==> src/include/eifd_regs.svh <==
/*
 * Timing figures and reset values for the event input function decoder.
 * Assumes a 50 MHz system clock; cycle counts are derived in the modules.
 */
`ifndef EIFD_REGS_SVH
`define EIFD_REGS_SVH

// System clock in kHz
`define EIFD_CLK_KHZ       50000
// Least persistence for a recognised change, ms
`define EIFD_CHANGE_MS     50
// Least persistence for levels used by logic operations, ms
`define EIFD_LOGIC_MS      250
// Reset value of both assignments (no function)
`define EIFD_ASSIGN_RST    4'h0
// Reset value of the key-selected set point
`define EIFD_SP_RST        2'h0

`endif

==> src/include/eifd_pkg.sv <==
/*
 * Types for the event input function decoder.
 * Assumes eifd_regs.svh is available on the include path.
 */
package eifd_pkg;

  // Function held by an event input assignment
  typedef enum logic [3:0] {
    EIFD_FN_NONE     = 4'h0,
    EIFD_FN_RUN_STOP = 4'h1,
    EIFD_FN_AUTO_MAN = 4'h2,
    EIFD_FN_PROG     = 4'h3,
    EIFD_FN_INVERT   = 4'h4,
    EIFD_FN_TUNE_FUL = 4'h5,
    EIFD_FN_TUNE_RED = 4'h6,
    EIFD_FN_LOCK     = 4'h7,
    EIFD_FN_LATCH    = 4'h8
  } eifd_func_e;

  typedef logic [1:0] eifd_sp_t;

endpackage : eifd_pkg

==> src/verilog/eifd_filter.sv <==
/*
 * One event input: two-stage synchroniser and persistence filter.
 * Assumes the input is an asynchronous contact level; one clock, sync reset.
 */
`timescale 1ns/100ps
module eifd_filter
  import eifd_pkg::*;
#(
  parameter int CHANGE_CYCLES = 2500000,
  parameter int LOGIC_CYCLES  = 12500000
) (
  // Clock and reset
  input  wire logic i_sys_clk,
  input  wire logic i_rstn,
  // Contact pin
  input  wire logic i_pin,
  // Filtered levels
  output logic      o_level,
  output logic      o_logic_level
);

  localparam int CW = $clog2(LOGIC_CYCLES + 1);

  logic          sync1_q;
  logic          sync2_q;
  logic          prev_q;
  logic [CW-1:0] cnt_q;

  always_ff @(posedge i_sys_clk) begin
    if (!i_rstn) begin
      sync1_q <= 1'b0;
      sync2_q <= 1'b0;
      prev_q  <= 1'b0;
    end else begin
      sync1_q <= i_pin;
      sync2_q <= sync1_q;
      prev_q  <= sync2_q;
    end
  end

  // Cycles the synchronised level has held unchanged
  always_ff @(posedge i_sys_clk) begin
    if (!i_rstn) begin
      cnt_q <= '0;
    end else if (sync2_q != prev_q) begin
      cnt_q <= '0;
    end else if (cnt_q != CW'(LOGIC_CYCLES)) begin
      cnt_q <= cnt_q + CW'(1);
    end
  end

  always_ff @(posedge i_sys_clk) begin
    if (!i_rstn) begin
      o_level       <= 1'b0;
      o_logic_level <= 1'b0;
    end else begin
      if (sync2_q == prev_q && cnt_q >= CW'(CHANGE_CYCLES - 1)) begin
        o_level <= prev_q;
      end
      if (sync2_q == prev_q && cnt_q >= CW'(LOGIC_CYCLES - 1)) begin
        o_logic_level <= prev_q;
      end
    end
  end
endmodule : eifd_filter

==> src/verilog/eifd_top.sv <==
/*
 * Event input function decoder: set point selection and event functions.
 * Assumes two contact inputs on pins and plain configuration ports on the
 * system clock; one clock, synchronous active-low reset.
 */
// What this block does
// - Select count one: input A off picks set point 0, on picks 1.
// - Select count two: index is {input B, input A}, set points 0 to 3.
// - Key control picks the set point equal to the stored key value.
// - Key selection acts with count zero and enable; without inputs, enable alone.
// - Each assignment encodes one of nine functions, none included.
// - A non-none function may sit on one input only; duplicates are refused.
// - Changes count after 50 ms persistence; logic-operation levels after 250 ms.
// - Run/stop input on stops control, off runs it unless a program reset has stopped it; alarms keep working.
// - Stopped indicator is active while control is stopped.
// - Auto/manual input on gives manual with its indicator, off gives auto.
// - Program start on starts the program; off resets, stops, clears end output.
// - Program start is accepted with pattern off but then has no effect.
// - Invert input flips the configured direct/reverse action while on.
// - Full-deviation tuning runs on turn-on and cancels on turn-off.
// - Reduced-deviation tuning runs on turn-on and cancels on turn-off.
// - Reduced-deviation tuning stays disabled under heating/cooling control.
// - Setting-change lock input on blocks setting changes, off permits them.
// - Alarm-latch cancel input on clears all latched alarms.
`timescale 1ns/100ps
`include "eifd_regs.svh"
module eifd_top
  import eifd_pkg::*;
#(
  parameter int CHANGE_CYCLES = `EIFD_CHANGE_MS * `EIFD_CLK_KHZ,
  parameter int LOGIC_CYCLES  = `EIFD_LOGIC_MS * `EIFD_CLK_KHZ
) (
  // Clock and reset
  input  wire logic       i_sys_clk,
  input  wire logic       i_rstn,
  // Contact pins
  input  wire logic       i_event_a,
  input  wire logic       i_event_b,
  // Configuration
  input  wire logic       i_has_event_inputs,
  input  wire logic [1:0] i_setpoint_select_count,
  input  wire logic       i_key_setpoint_en,
  input  wire logic       i_key_sp_wr,
  input  wire eifd_sp_t   i_key_sp_val,
  input  wire logic       i_assign_wr_a,
  input  wire logic       i_assign_wr_b,
  input  wire eifd_func_e i_assign_val,
  input  wire logic       i_program_pattern_on,
  input  wire logic       i_heat_cool_mode,
  input  wire logic       i_cfg_reverse_action,
  input  wire logic       i_program_end_set,
  // Configuration state
  output eifd_func_e      o_event_input_assign_a,
  output eifd_func_e      o_event_input_assign_b,
  output eifd_sp_t        o_key_setpoint_select,
  output logic            o_assign_refused,
  // Decoded functions
  output eifd_sp_t        o_setpoint_index,
  output logic            o_control_stopped,
  output logic            o_stop_indicator,
  output logic            o_manual_mode,
  output logic            o_manual_indicator,
  output logic            o_program_run,
  output logic            o_program_reset,
  output logic            o_program_end,
  output logic            o_reverse_action,
  output logic            o_full_tune_run,
  output logic            o_full_tune_start,
  output logic            o_full_tune_cancel,
  output logic            o_red_tune_run,
  output logic            o_red_tune_start,
  output logic            o_red_tune_cancel,
  output logic            o_setting_lock,
  output logic            o_alarm_latch_clear,
  output logic            o_logic_level_a,
  output logic            o_logic_level_b
);

  logic lvl_a;
  logic lvl_b;
  logic lgc_a;
  logic lgc_b;
  logic use_a;
  logic use_b;
  logic key_eff;
  logic f_stop;
  logic f_man;
  logic f_prog;
  logic f_inv;
  logic f_full;
  logic f_red;
  logic f_lock;
  logic f_latch;
  logic prog_q;
  logic full_q;
  logic red_q;
  logic prog_stop_q;
  logic bad_code;

  eifd_filter #(
    .CHANGE_CYCLES (CHANGE_CYCLES),
    .LOGIC_CYCLES  (LOGIC_CYCLES)
  ) u_filt_a (
    .i_sys_clk     (i_sys_clk),
    .i_rstn        (i_rstn),
    .i_pin         (i_event_a),
    .o_level       (lvl_a),
    .o_logic_level (lgc_a)
  );

  eifd_filter #(
    .CHANGE_CYCLES (CHANGE_CYCLES),
    .LOGIC_CYCLES  (LOGIC_CYCLES)
  ) u_filt_b (
    .i_sys_clk     (i_sys_clk),
    .i_rstn        (i_rstn),
    .i_pin         (i_event_b),
    .o_level       (lvl_b),
    .o_logic_level (lgc_b)
  );

  // Level of whichever free input holds function f
  function automatic logic fn_level(input eifd_func_e f, input eifd_func_e fa, input eifd_func_e fb,
                                    input logic ua, input logic ub, input logic la, input logic lb);
    fn_level = (ua && fa == f && la) || (ub && fb == f && lb);
  endfunction : fn_level

  // Inputs not taken by set point selection carry their functions
  assign use_a   = (i_setpoint_select_count == 2'h0);
  assign use_b   = (i_setpoint_select_count <= 2'h1);
  assign key_eff = i_key_setpoint_en && (!i_has_event_inputs || i_setpoint_select_count == 2'h0);
  // Codes past the last function are refused
  assign bad_code = (i_assign_val > EIFD_FN_LATCH);

  assign f_stop  = fn_level(EIFD_FN_RUN_STOP, o_event_input_assign_a, o_event_input_assign_b,
                            use_a, use_b, lvl_a, lvl_b);
  assign f_man   = fn_level(EIFD_FN_AUTO_MAN, o_event_input_assign_a, o_event_input_assign_b,
                            use_a, use_b, lvl_a, lvl_b);
  assign f_prog  = fn_level(EIFD_FN_PROG, o_event_input_assign_a, o_event_input_assign_b,
                            use_a, use_b, lvl_a, lvl_b) && i_program_pattern_on;
  assign f_inv   = fn_level(EIFD_FN_INVERT, o_event_input_assign_a, o_event_input_assign_b,
                            use_a, use_b, lvl_a, lvl_b);
  assign f_full  = fn_level(EIFD_FN_TUNE_FUL, o_event_input_assign_a, o_event_input_assign_b,
                            use_a, use_b, lvl_a, lvl_b);
  assign f_red   = fn_level(EIFD_FN_TUNE_RED, o_event_input_assign_a, o_event_input_assign_b,
                            use_a, use_b, lvl_a, lvl_b) && !i_heat_cool_mode;
  assign f_lock  = fn_level(EIFD_FN_LOCK, o_event_input_assign_a, o_event_input_assign_b,
                            use_a, use_b, lvl_a, lvl_b);
  assign f_latch = fn_level(EIFD_FN_LATCH, o_event_input_assign_a, o_event_input_assign_b,
                            use_a, use_b, lvl_a, lvl_b);

  // Assignment store with duplicate refusal; A wins a same-cycle tie
  always_ff @(posedge i_sys_clk) begin
    if (!i_rstn) begin
      o_event_input_assign_a <= eifd_func_e'(`EIFD_ASSIGN_RST);
      o_event_input_assign_b <= eifd_func_e'(`EIFD_ASSIGN_RST);
      o_assign_refused       <= 1'b0;
    end else begin
      o_assign_refused <= 1'b0;
      if (i_assign_wr_a) begin
        if (bad_code || (i_assign_val != EIFD_FN_NONE && i_assign_val == o_event_input_assign_b)) begin
          o_assign_refused <= 1'b1;
        end else begin
          o_event_input_assign_a <= i_assign_val;
        end
      end
      if (i_assign_wr_b) begin
        if (bad_code || (i_assign_val != EIFD_FN_NONE
                         && (i_assign_val == o_event_input_assign_a || i_assign_wr_a))) begin
          o_assign_refused <= 1'b1;
        end else begin
          o_event_input_assign_b <= i_assign_val;
        end
      end
    end
  end

  always_ff @(posedge i_sys_clk) begin
    if (!i_rstn) begin
      o_key_setpoint_select <= `EIFD_SP_RST;
    end else if (i_key_sp_wr) begin
      o_key_setpoint_select <= i_key_sp_val;
    end
  end

  // Set point index
  always_ff @(posedge i_sys_clk) begin
    if (!i_rstn) begin
      o_setpoint_index <= `EIFD_SP_RST;
    end else if (key_eff) begin
      o_setpoint_index <= o_key_setpoint_select;
    end else if (i_setpoint_select_count == 2'h1) begin
      o_setpoint_index <= {1'b0, lvl_a};
    end else if (i_setpoint_select_count >= 2'h2) begin
      o_setpoint_index <= {lvl_b, lvl_a};
    end else begin
      o_setpoint_index <= `EIFD_SP_RST;
    end
  end

  // Run/stop, manual, action, lock and latch levels
  always_ff @(posedge i_sys_clk) begin
    if (!i_rstn) begin
      o_control_stopped   <= 1'b0;
      o_stop_indicator    <= 1'b0;
      o_manual_mode       <= 1'b0;
      o_manual_indicator  <= 1'b0;
      o_reverse_action    <= 1'b0;
      o_setting_lock      <= 1'b0;
      o_alarm_latch_clear <= 1'b0;
      o_logic_level_a     <= 1'b0;
      o_logic_level_b     <= 1'b0;
    end else begin
      o_control_stopped   <= f_stop || prog_stop_q;
      o_stop_indicator    <= f_stop || prog_stop_q;
      o_manual_mode       <= f_man;
      o_manual_indicator  <= f_man;
      o_reverse_action    <= i_cfg_reverse_action ^ f_inv;
      o_setting_lock      <= f_lock;
      o_alarm_latch_clear <= f_latch;
      o_logic_level_a     <= lgc_a;
      o_logic_level_b     <= lgc_b;
    end
  end

  // Simple program start/reset; end flag set wins over the reset clear
  always_ff @(posedge i_sys_clk) begin
    if (!i_rstn) begin
      prog_q          <= 1'b0;
      prog_stop_q     <= 1'b0;
      o_program_run   <= 1'b0;
      o_program_reset <= 1'b0;
      o_program_end   <= 1'b0;
    end else begin
      prog_q          <= f_prog;
      o_program_run   <= f_prog;
      o_program_reset <= prog_q && !f_prog;
      if (prog_q && !f_prog) begin
        prog_stop_q <= 1'b1;
      end else if (f_prog) begin
        prog_stop_q <= 1'b0;
      end
      if (i_program_end_set) begin
        o_program_end <= 1'b1;
      end else if (prog_q && !f_prog) begin
        o_program_end <= 1'b0;
      end
    end
  end

  // Tuning execute/cancel edges
  always_ff @(posedge i_sys_clk) begin
    if (!i_rstn) begin
      full_q             <= 1'b0;
      red_q              <= 1'b0;
      o_full_tune_run    <= 1'b0;
      o_full_tune_start  <= 1'b0;
      o_full_tune_cancel <= 1'b0;
      o_red_tune_run     <= 1'b0;
      o_red_tune_start   <= 1'b0;
      o_red_tune_cancel  <= 1'b0;
    end else begin
      full_q             <= f_full;
      red_q              <= f_red;
      o_full_tune_run    <= f_full;
      o_full_tune_start  <= f_full && !full_q;
      o_full_tune_cancel <= full_q && !f_full;
      o_red_tune_run     <= f_red;
      o_red_tune_start   <= f_red && !red_q;
      o_red_tune_cancel  <= red_q && !f_red;
    end
  end
endmodule : eifd_top

==> config.mk <==
export PLATFORM = sky130hd
export DESIGN_NAME = eifd_top
export DESIGN_NICKNAME = d
export VERILOG_FILES = /design/src/include/eifd_pkg.sv /design/src/verilog/eifd_filter.sv /design/src/verilog/eifd_top.sv
export VERILOG_INCLUDE_DIRS = /design/src /design/src/include
export SDC_FILE = /design/constraint.sdc
export NUM_CORES = 1
export LEC_CHECK = 0
export ABC_AREA = 1
export BUFFER_PORTS_ARGS = -buffer_cell sky130_fd_sc_hd__buf_2
export CORE_ASPECT_RATIO = 1.75
export CORE_MARGIN = 3
export CORE_UTILIZATION = 60
export DETAILED_ROUTE_END_ITERATION = 12
export PLACE_DENSITY = 0.91
export SYNTH_ARGS = -nofsm -noshare
export SYNTH_HDL_FRONTEND = slang
export SYNTH_HIERARCHICAL = 1
export SYNTH_SLANG_ARGS = --single-unit
==> constraint.sdc <==
create_clock -name i_sys_clk -period 2.5 [get_ports i_sys_clk]
set_input_delay 0.375 -clock i_sys_clk [delete_from_list [all_inputs] [get_ports i_sys_clk]]
set_output_delay 0.375 -clock i_sys_clk [all_outputs]
set_load 0.02 [all_outputs]
==> results.md, run 1 <==
* Die height at 125 um
* Routed len/inst at 13.6 um
* Mapped Area at 0.00486 mm2
* Post-route ant nets at 0
* Top cell type's share of synthesized area at 36.3%
* CTS H-tree depth at 3
* Initial antenna violation count at 0
* Net Count, Synth at 762
* Final std cells w/o fill at 884
* Post-CTS Resized at 0
* Die ar. at 0.00926 mm2
* Hold Crit Class: input port to flip-flop
* Max Root-Sink Buffers at 2
* Clk_lat worst skew at 0.34 ns
* Place WS at 0.825 ns
* Sequential-to-total area share from yosys stat at 36.3%
* CTS root buf: clkbuf_16
* Crit-path max cell delay at 0.38 ns
* Core area at 0.00772 mm2
* Final Hold Viols at 0
* Setup ws final at 0.837 ns
* CP Max Fanout at 5
* CTS tree: built
* Area Growth Syn to Fin at 12.3%
* Crit Path Class: flip-flop to flip-flop
* Number of antenna repair diodes at 0
* Unrepaired setup endpoints after global routing: false
* Crit path max-delay cell type: dfxtp_1
* Leak Pwr at 2.55 nW
* Yosys warns at 6
* Syn_area_per_cell at 6.59 um2
* Clock sink count at 88
* Most frequent cells in the layout: 191 x nand2_1, 108 x inv_1, 94 x nor2_1
* Crit path launch type: flip-flop
* Ranking of synthesized cells by area: dfxtp_1 36%, nand2_1 15%, inv_1 8.3%, nor2_1 7.3%, a21oi_1 5.6%
* Crit path cell chain: ha_1 -> nand3_2 -> nor2_4 -> nand2_2 -> nor2_4 -> nand2_2 -> nor3_1 -> nor3_2
* Cell Count Post-Placement at 868
* Pins over their slew limit at 0
* Chip Width at 74.0 um
* Num rows at 42
* Post-synthesis instance total at 737
* Worst Clk Skew at 0.00838 ns
* CTS buffer count at 9
* Critical Path AT at 1.88 ns
* Fin crit period at 1.66 ns
* Port Buffer Count at 51
* Register area at 0.00176 mm2
* Layout cells sized above 1 at 17.8%
* Drc violations at 0
* Initial drt markers at 403
* Initial Utilization at 62.9%
* Crit end category: flip-flop
* # hold bufs at CTS at 0
* Max Clk Rate at 601 MHz
* Top-Level Pins at 52
* Max-slew headroom at 70.4%
* Max Cap Viol at 0
* Post-CTS setup repair buffer count at 0
* Period utilization at 66.5%
* Fillers at 648
* First-pass GRT wire length at 20200 um
* Count of final setup violators at 0
* DRT Pass-1 Iters at 5
* HPWL after DPL at 9190 um
* Peak VDD IR at 0.000424 V
* Status: finished clean
* Hold slack at 0.218 ns
* Clock Pin Slew Worst Setup and Hold Paths at 0.06 ns
* Vias in the first global route at 4797
* Total grt overflow at 0
* GRT Overall Usage at 27.4%
* Final Total Pwr at 2.92 mW
* Worst-Margin Slew at 0.444 ns
* Multi-input gate area at 0.00258 mm2
* Commonest non-fill, non-tap cell in the layout: nand2_1
* Routed vias at 4917
* Critical Path RT at 2.71 ns
* Via density per instance at 5.56
* Final setup TNS at 0 ns
* Synth cell types at 31
* Yosys top cell by area: dfxtp_1
* Power Density at 536 mW/mm2
* Layout Nets at 816
* Gpl congestion at 0.937
* Final WL at 12000 um
* Synth Register Bits at 88
* Largest net degree at the start of global routing at 18
==> critical path, delay by kind of cell (launching register included) <==
family / cells / cell delay [ns]
AND/OR/NAND/NOR: 7 / 0.93
adder cells (fa/ha/maj): 1 / 0.23
flip-flops: 1 / 0.38
==> cells in the mapped netlist (all sizes together) <==
cell type  number
nand3          40
xnor2           2
nand4          21
nor2          118
nor4            2
a31oi           2
buf            11
nand2         207
o21a            2
dfxtp          88
o21ai          33
nor3b           2
inv           120
ha              4
o22ai           1
a21oi          57
and3            2
nor3           18
xor2            5
o31ai           2
==> sequential cells by signal (all words and copies together) (netlist names), 2 cells and up <==
register and flops:
o_event_input_assign_a 4, u_filt_b/cnt_q 24, u_filt_a/cnt_q 24, o_setpoint_index 2, o_event_input_assign_b 4, o_key_setpoint_select 2
==> routing by layer <==
layer  track usage (%)  vias up  share of wire (%)  wire length, um
met2              48.6      208                 53             6410
met5                 0        -                  0                0
met4              18.2        0                5.6              676
met1              27.2     2220                 35             4190
met3              5.78       55                5.9              705
li1                  -     2434                  -                -
==> metrics by stage <==
stage | util (%) | instance area (um2)
detailed placement | 67.1 | 5180
floorplan | - | 4860
CTS | 70.7 | 5460
finish | 70.7 | 5460
global route | 70.7 | 5460
global placement | 67.1 | 5180
==> logic make-up (layout without fill, tap and decap cells) <==
family	after synthesis	in the layout	share of synthesized area, %
compound gates	97	97	10.5
buf+inv	131	190	10.6
xor+xnor	7	7	1.26
flops	88	88	36.3
fa+ha+maj	4	4	1.03
simple gates	410	410	40.4
==> final cells by class <==
| type | count | area share (%) |
|---|---|---|
| multi-input cells | 518 | 47.3 |
| clock inverters | 5 | 0.757 |
| inverters | 120 | 8.25 |
| clock buffers | 11 | 4.26 |
| flip-flops and latches | 88 | 32.3 |
| repair buffers | 54 | 5.09 |
| well taps | 88 | 2.02 |
==> report_power, final <==
part           leakage, nW  internal, mW  total (mW)  switching, mW
Clock                0.127         0.682        1.23          0.550
Sequential           0.714          1.43        1.46         0.0300
Combinational         1.71        0.0770       0.231          0.154
==> path summary, 6_finish.rpt <==
check / from / endpoint / slack, ns / cells past startpoint
worst min register to register: u_filt_a/sync1_q$_SDFF_PN0_ / u_filt_a/sync2_q$_SDFF_PN0_ / 0.41 / 2
worst max register to register: u_filt_a/cnt_q[0]$_SDFFE_PP0P_ / u_filt_a/cnt_q[22]$_SDFFE_PP0P_ / 0.84 / 8
worst max-delay path: u_filt_a/cnt_q[0]$_SDFFE_PP0P_ / u_filt_a/cnt_q[22]$_SDFFE_PP0P_ / 0.84 / 8
worst min-delay path: i_event_a / u_filt_a/sync1_q$_SDFF_PN0_ / 0.22 / 3
Note: power is estimated with default switching activity, not from simulation.
==> inputs of run 2 (changes only) <==
CORE_UTILIZATION = 53   (was 60)
PLACE_DENSITY = 0.86   (was 0.91)
clock period = 1.4 ns   (was 2.5 ns; I/O delays follow)
==> results.md, run 2 (synthesis results as in run 1) <==
* Status: complete, but fails checks
* Failing checks: negative setup slack
* Hold Crit Class: input port to flip-flop
* CTS tree: built
* Final WL at 12900 um
* Commonest non-fill, non-tap cell in the layout: nand2_1
* CTS H-tree depth at 3
* Initial antenna violation count at 0
* Post-route ant nets at 0
* HPWL after DPL at 9130 um
* Crit Path Class: flip-flop to flip-flop
* First-pass GRT wire length at 20200 um
* Most frequent cell on the critical path: nor2_4
* Cell area after layout at 0.00611 mm2
* Multi-input gate area at 0.00281 mm2
* Die height at 133 um
* Num rows at 45
* Critical Path AT at 1.65 ns
* Crit-path max cell delay at 0.37 ns
* Utilization after layout at 69.6%
* DRT Pass-1 Iters at 6
* Via density per instance at 5.30
* Final Hold Viols at 0
* CTS root buf: clkbuf_16
* Area Growth Syn to Fin at 25.8%
* Number of antenna repair diodes at 0
* Vias in the first global route at 4779
* Gpl congestion at 0.957
* Worst Clk Skew at 0.00738 ns
* Peak VDD IR at 0.000691 V
* Crit path cell chain: ha_4 -> nand3_4 -> nor2_4 -> nand2_2 -> nor2_4 -> nand3_2 -> o21ai_2 -> a21oi_1
* GRT Overall Usage at 24.1%
* Fillers at 698
* Setup ws final at -0.0380 ns
* Place WS at -0.104 ns
* Largest regs: u_filt_a/cnt_q x24, u_filt_b/cnt_q x24
* GR peak layer: met2
* Most frequent cells in the layout: 186 x nand2_1, 99 x inv_1, 84 x nor2_1
* Max Root-Sink Buffers at 2
* Unrepaired setup endpoints after global routing: true
* Top-Level Pins at 52
* Fin crit period at 1.44 ns
* Total grt overflow at 0
* GR Layer Usage met1 at 22.1%
* Initial Utilization at 55.3%
* Worst-Margin Slew at 0.443 ns
* Largest net degree at the start of global routing at 17
* Port Buffer Count at 51
* Clock Pin Slew Worst Setup and Hold Paths at 0.06 ns
* Layout Nets at 858
* Power Density at 870 mW/mm2
* Hold slack at 0.0546 ns
* Clk_lat worst skew at 0.34 ns
* Placed Area at 0.00549 mm2
* Pins over their slew limit at 0
* Count of final setup violators at 5
* Critical Path RT at 1.61 ns
* CTS buffer count at 9
* CP Max Fanout at 4
* Clock sink count at 88
* Initial drt markers at 283
* Routed len/inst at 13.5 um
* Crit end category: flip-flop
* # hold bufs at CTS at 0
* Period utilization at 103%
* Layout cells sized above 1 at 31.9%
* Drc violations at 0
* Max Cap Viol at 0
* Die ar. at 0.0104 mm2
* Register area at 0.00182 mm2
* Crit path max-delay cell type: dfxtp_4
* Core area at 0.00878 mm2
* Global Route met3 Usage at 4.70%
* Crit path launch type: flip-flop
* Chip Width at 78.4 um
* Routed vias at 5055
* Max-slew headroom at 70.4%
* Met2 Use GR at 46.1%
* Max Clk Rate at 695 MHz
* Leak Pwr at 2.86 nW
-- run 2: cell types whose count changed in the layout (fill, tap and decap cells not counted), moves of 6 or more --
cell,delta
nor2_2,+7
nand3_1,-7
o21ai_0,-12
dfxtp_1,-35
nor2_1,-10
o21ai_2,+6
dfxtp_2,+28
buf_4,+39
o21ai_1,+6
inv_1,-9
inv_2,+8
dfxtp_4,+7
-- run 2: final timing paths --
kind / startpoint / end / slack, ns / depth (start not counted)
worst min register to register: u_filt_b/sync1_q$_SDFF_PN0_ / u_filt_b/sync2_q$_SDFF_PN0_ / 0.41 / 2
worst min-delay path: i_cfg_reverse_action / o_reverse_action$_SDFF_PN0_ / 0.05 / 2
worst max-delay path: u_filt_b/cnt_q[0]$_SDFFE_PP0P_ / u_filt_b/cnt_q[14]$_SDFFE_PP0P_ / -0.04 / 8
worst max register to register: u_filt_b/cnt_q[0]$_SDFFE_PP0P_ / u_filt_b/cnt_q[14]$_SDFFE_PP0P_ / -0.04 / 8
-- run 2: layer usage --
layer / vias up / wire length [um]
met5: - / 0
met4: 0 / 715
met3: 61 / 526
met2: 169 / 7170
met1: 2312 / 4480
li1: 2513 / -
-- run 2: through the flow --
step | power (mW) | std cells | TNS, ns
after floorplan | 2.93 | 737 | -0.00439
after global placement | 3.08 | 932 | -0.108
after detailed placement | 3.09 | 932 | -0.493
after CTS | 5.32 | 949 | -0.0958
after global routing | 5.52 | 954 | -1.16
final | 5.32 | 954 | -0.0901
-- run 2: cell type report --
cell class                 instances  area share, %
clock buffer                      13           4.26
timing repair buffer              96           9.89
tap                              117           2.39
clock inverter                     2          0.246
sequential                        88           29.8
multi-input combinational        518           46.0
inverter                         120           7.41
-- run 2: report_power, final --
group	internal, mW	switching [mW]	total [mW]
clock network	1.29	0.950	2.24
registers	2.55	0.0533	2.60
logic	0.174	0.298	0.472
-- run 2: repair_timing --
item | in CTS | in global routing
pin swaps | 4 | 19
setup buffers | 2 | 5
endpoints found under the setup margin | 13 | 49
gates resized for setup | 14 | 103
-- run 2: worst max-delay path, delay by kind of cell (launching register included) --
kind	cells	cell delay, ns
DFF	1	0.37
AOI/OAI and AO/OA	2	0.23
and+or+nand+nor	5	0.55
adders and majority gates	1	0.16
==> inputs of run 3 (changes only) <==
CELL_PAD_IN_SITES_DETAIL_PLACEMENT = 1   (was not set)
CELL_PAD_IN_SITES_GLOBAL_PLACEMENT = 2   (was not set)
CORE_UTILIZATION = 29   (was 53)
HOLD_SLACK_MARGIN = 0.02   (was not set)
PLACE_DENSITY = 0.85   (was 0.86)
==> results.md, run 3 (synthesis results as in run 1) <==
* Status: complete, but fails checks
* Failing checks: negative setup slack
* Area Growth Syn to Fin at 39.5%
* CTS buffer count at 9
* Max-slew headroom at 66.4%
* Drc violations at 0
* Placed Area at 0.00581 mm2
* Clock sink count at 88
* Met2 Use GR at 35.6%
* Initial Utilization at 29.5%
* Worst-Margin Slew at 0.503 ns
* Reg-to-reg startpoint: u_filt_a/cnt_q[0]$_SDFFE_PP0P_
* Cell area after layout at 0.00678 mm2
* Final WL at 16200 um
* Initial drt markers at 123
* Final Hold Viols at 0
* Number of antenna repair diodes at 0
* Count of final setup violators at 4
* Die ar. at 0.0184 mm2
* Final Total Pwr at 5.90 mW
* Critical Path AT at 1.69 ns
* CTS H-tree depth at 3
* Crit path launch type: flip-flop
* CP bufs+invs at 2
* Max Cap Viol at 0
* Crit path cell chain: ha_4 -> nand3_4 -> nor2_4 -> nand2_4 -> nor2_4 -> buf_4 -> inv_1 -> o21ai_1 -> a21oi_1
* Routed vias at 5135
* Setup ws final at -0.0387 ns
* Crit path launch: u_filt_a/cnt_q[0]$_SDFFE_PP0P_
* Most frequent cell on the critical path: nor2_4
* CTS root buf: clkbuf_16
* Final std cells w/o fill at 1096
* HPWL after DPL at 12300 um
* GR Layer Usage met1 at 16.0%
* Initial antenna violation count at 0
* Hold Crit Class: input port to flip-flop
* First-pass GRT wire length at 25200 um
* Critical Path RT at 1.65 ns
* Layout Nets at 892
* Via density per instance at 4.69
* Die height at 177 um
* Most frequent cells in the layout: 178 x nand2_1, 93 x inv_1, 74 x nor2_1
* Cell Count Post-Placement at 1064
* Peak VDD IR at 0.000504 V
* Top-Level Pins at 52
* Clk_lat worst skew at 0.36 ns
* CP Max Fanout at 4
* Layout cells sized above 1 at 39.4%
* Worst R2R Setup Slack at -0.04 ns
* Max Root-Sink Buffers at 2
* Crit-path max cell delay at 0.37 ns
* Gpl congestion at 0.837
* Crit end category: flip-flop
* Leak Pwr at 3.09 nW
* Worst Clk Skew at 0.00961 ns
* Fin crit period at 1.44 ns
* Port Buffer Count at 51
* Total grt overflow at 0
* Delay-heaviest family, CP: simple AND/OR/NAND/NOR gates
* Crit path max-delay cell type: dfxtp_4
* Worst hold start: i_event_b
* Largest regs: u_filt_a/cnt_q x24, u_filt_b/cnt_q x24
* Chip Width at 104 um
* Period utilization at 103%
* Place WS at -0.124 ns
* DRT Pass-1 Iters at 4
* Max Clk Rate at 695 MHz
* Power Density at 871 mW/mm2
* Unrepaired setup endpoints after global routing: true
* Vias in the first global route at 5306
* Routed len/inst at 14.8 um
* Pins over their slew limit at 0
* GR peak layer: met2
* CTS tree: built
* GRT Overall Usage at 17.2%
* Hold slack at 0.0674 ns
* Largest net degree at the start of global routing at 17
* Num rows at 62
* Clock Pin Slew Worst Setup and Hold Paths at 0.07 ns
* Crit Path Class: flip-flop to flip-flop
* Post-route ant nets at 0
* Core area at 0.0164 mm2
* Global Route met3 Usage at 2.01%
* Commonest non-fill, non-tap cell in the layout: nand2_1
run 3: cell types whose count changed in the layout (fill, tap and decap cells not counted), sizes merged:
cell and delta:
dlygate4sd3 +2, clkinvlp -1, clkbuf -4, buf +32, clkinv +1, bufinv +2, inv +3
run 3: final cells by class:
class | instances | area [um2]
flip-flops and latches | 88 | 1830
inverters | 120 | 463
clock inverters | 7 | 101
fillers | 2115 | 9670
clock buffers | 9 | 225
well taps | 224 | 280
repair buffers | 130 | 885
multi-input cells | 518 | 2990
run 3: worst paths after layout:
check | endpoint | cells after the start
hold / removal | u_filt_b/sync1_q$_SDFF_PN0_ | 3
setup reg to reg | u_filt_a/cnt_q[12]$_SDFFE_PP0P_ | 9
hold reg to reg | u_filt_a/sync2_q$_SDFF_PN0_ | 2
setup / recovery | u_filt_a/cnt_q[12]$_SDFFE_PP0P_ | 9
run 3: stage by stage:
step	utilization [%]	setup TNS, ns
after floorplan	-	-0.00439
after global placement	35.3	-0.167
after detailed placement	35.3	-0.722
after CTS	38.3	-0.256
after global routing	41.2	-1.31
final	41.2	-0.104
run 3: repair_timing:
| item | CTS | global route |
|---|---|---|
| setup endpoints to repair | 23 | 62 |
| pin swaps | 12 | 42 |
| gates cloned | 0 | 1 |
| resized for setup | 29 | 157 |
| endpoints found under the hold margin | 2 | 0 |
| buffers inserted | 5 | 9 |
| hold buffers | 2 | 0 |
run 3: worst min-delay path, cell delays in order:
cell and delay [ns]:
buf_2 0.10, nand2_1 0.05, inv_1 0.04
run 3: power by group:
part	switching [mW]	internal [mW]	leakage, nW	total [mW]
clock network	1.13	1.59	0.158	2.72
registers	0.0502	2.55	0.737	2.60
logic	0.357	0.230	2.20	0.587
total	1.54	4.37	3.09	5.90
run 3: metal layers:
layer,routed length (um),vias to the layer above
met4,733,0
met2,9510,67
met5,0,-
li1,-,2585
met1,5660,2444
met3,281,39
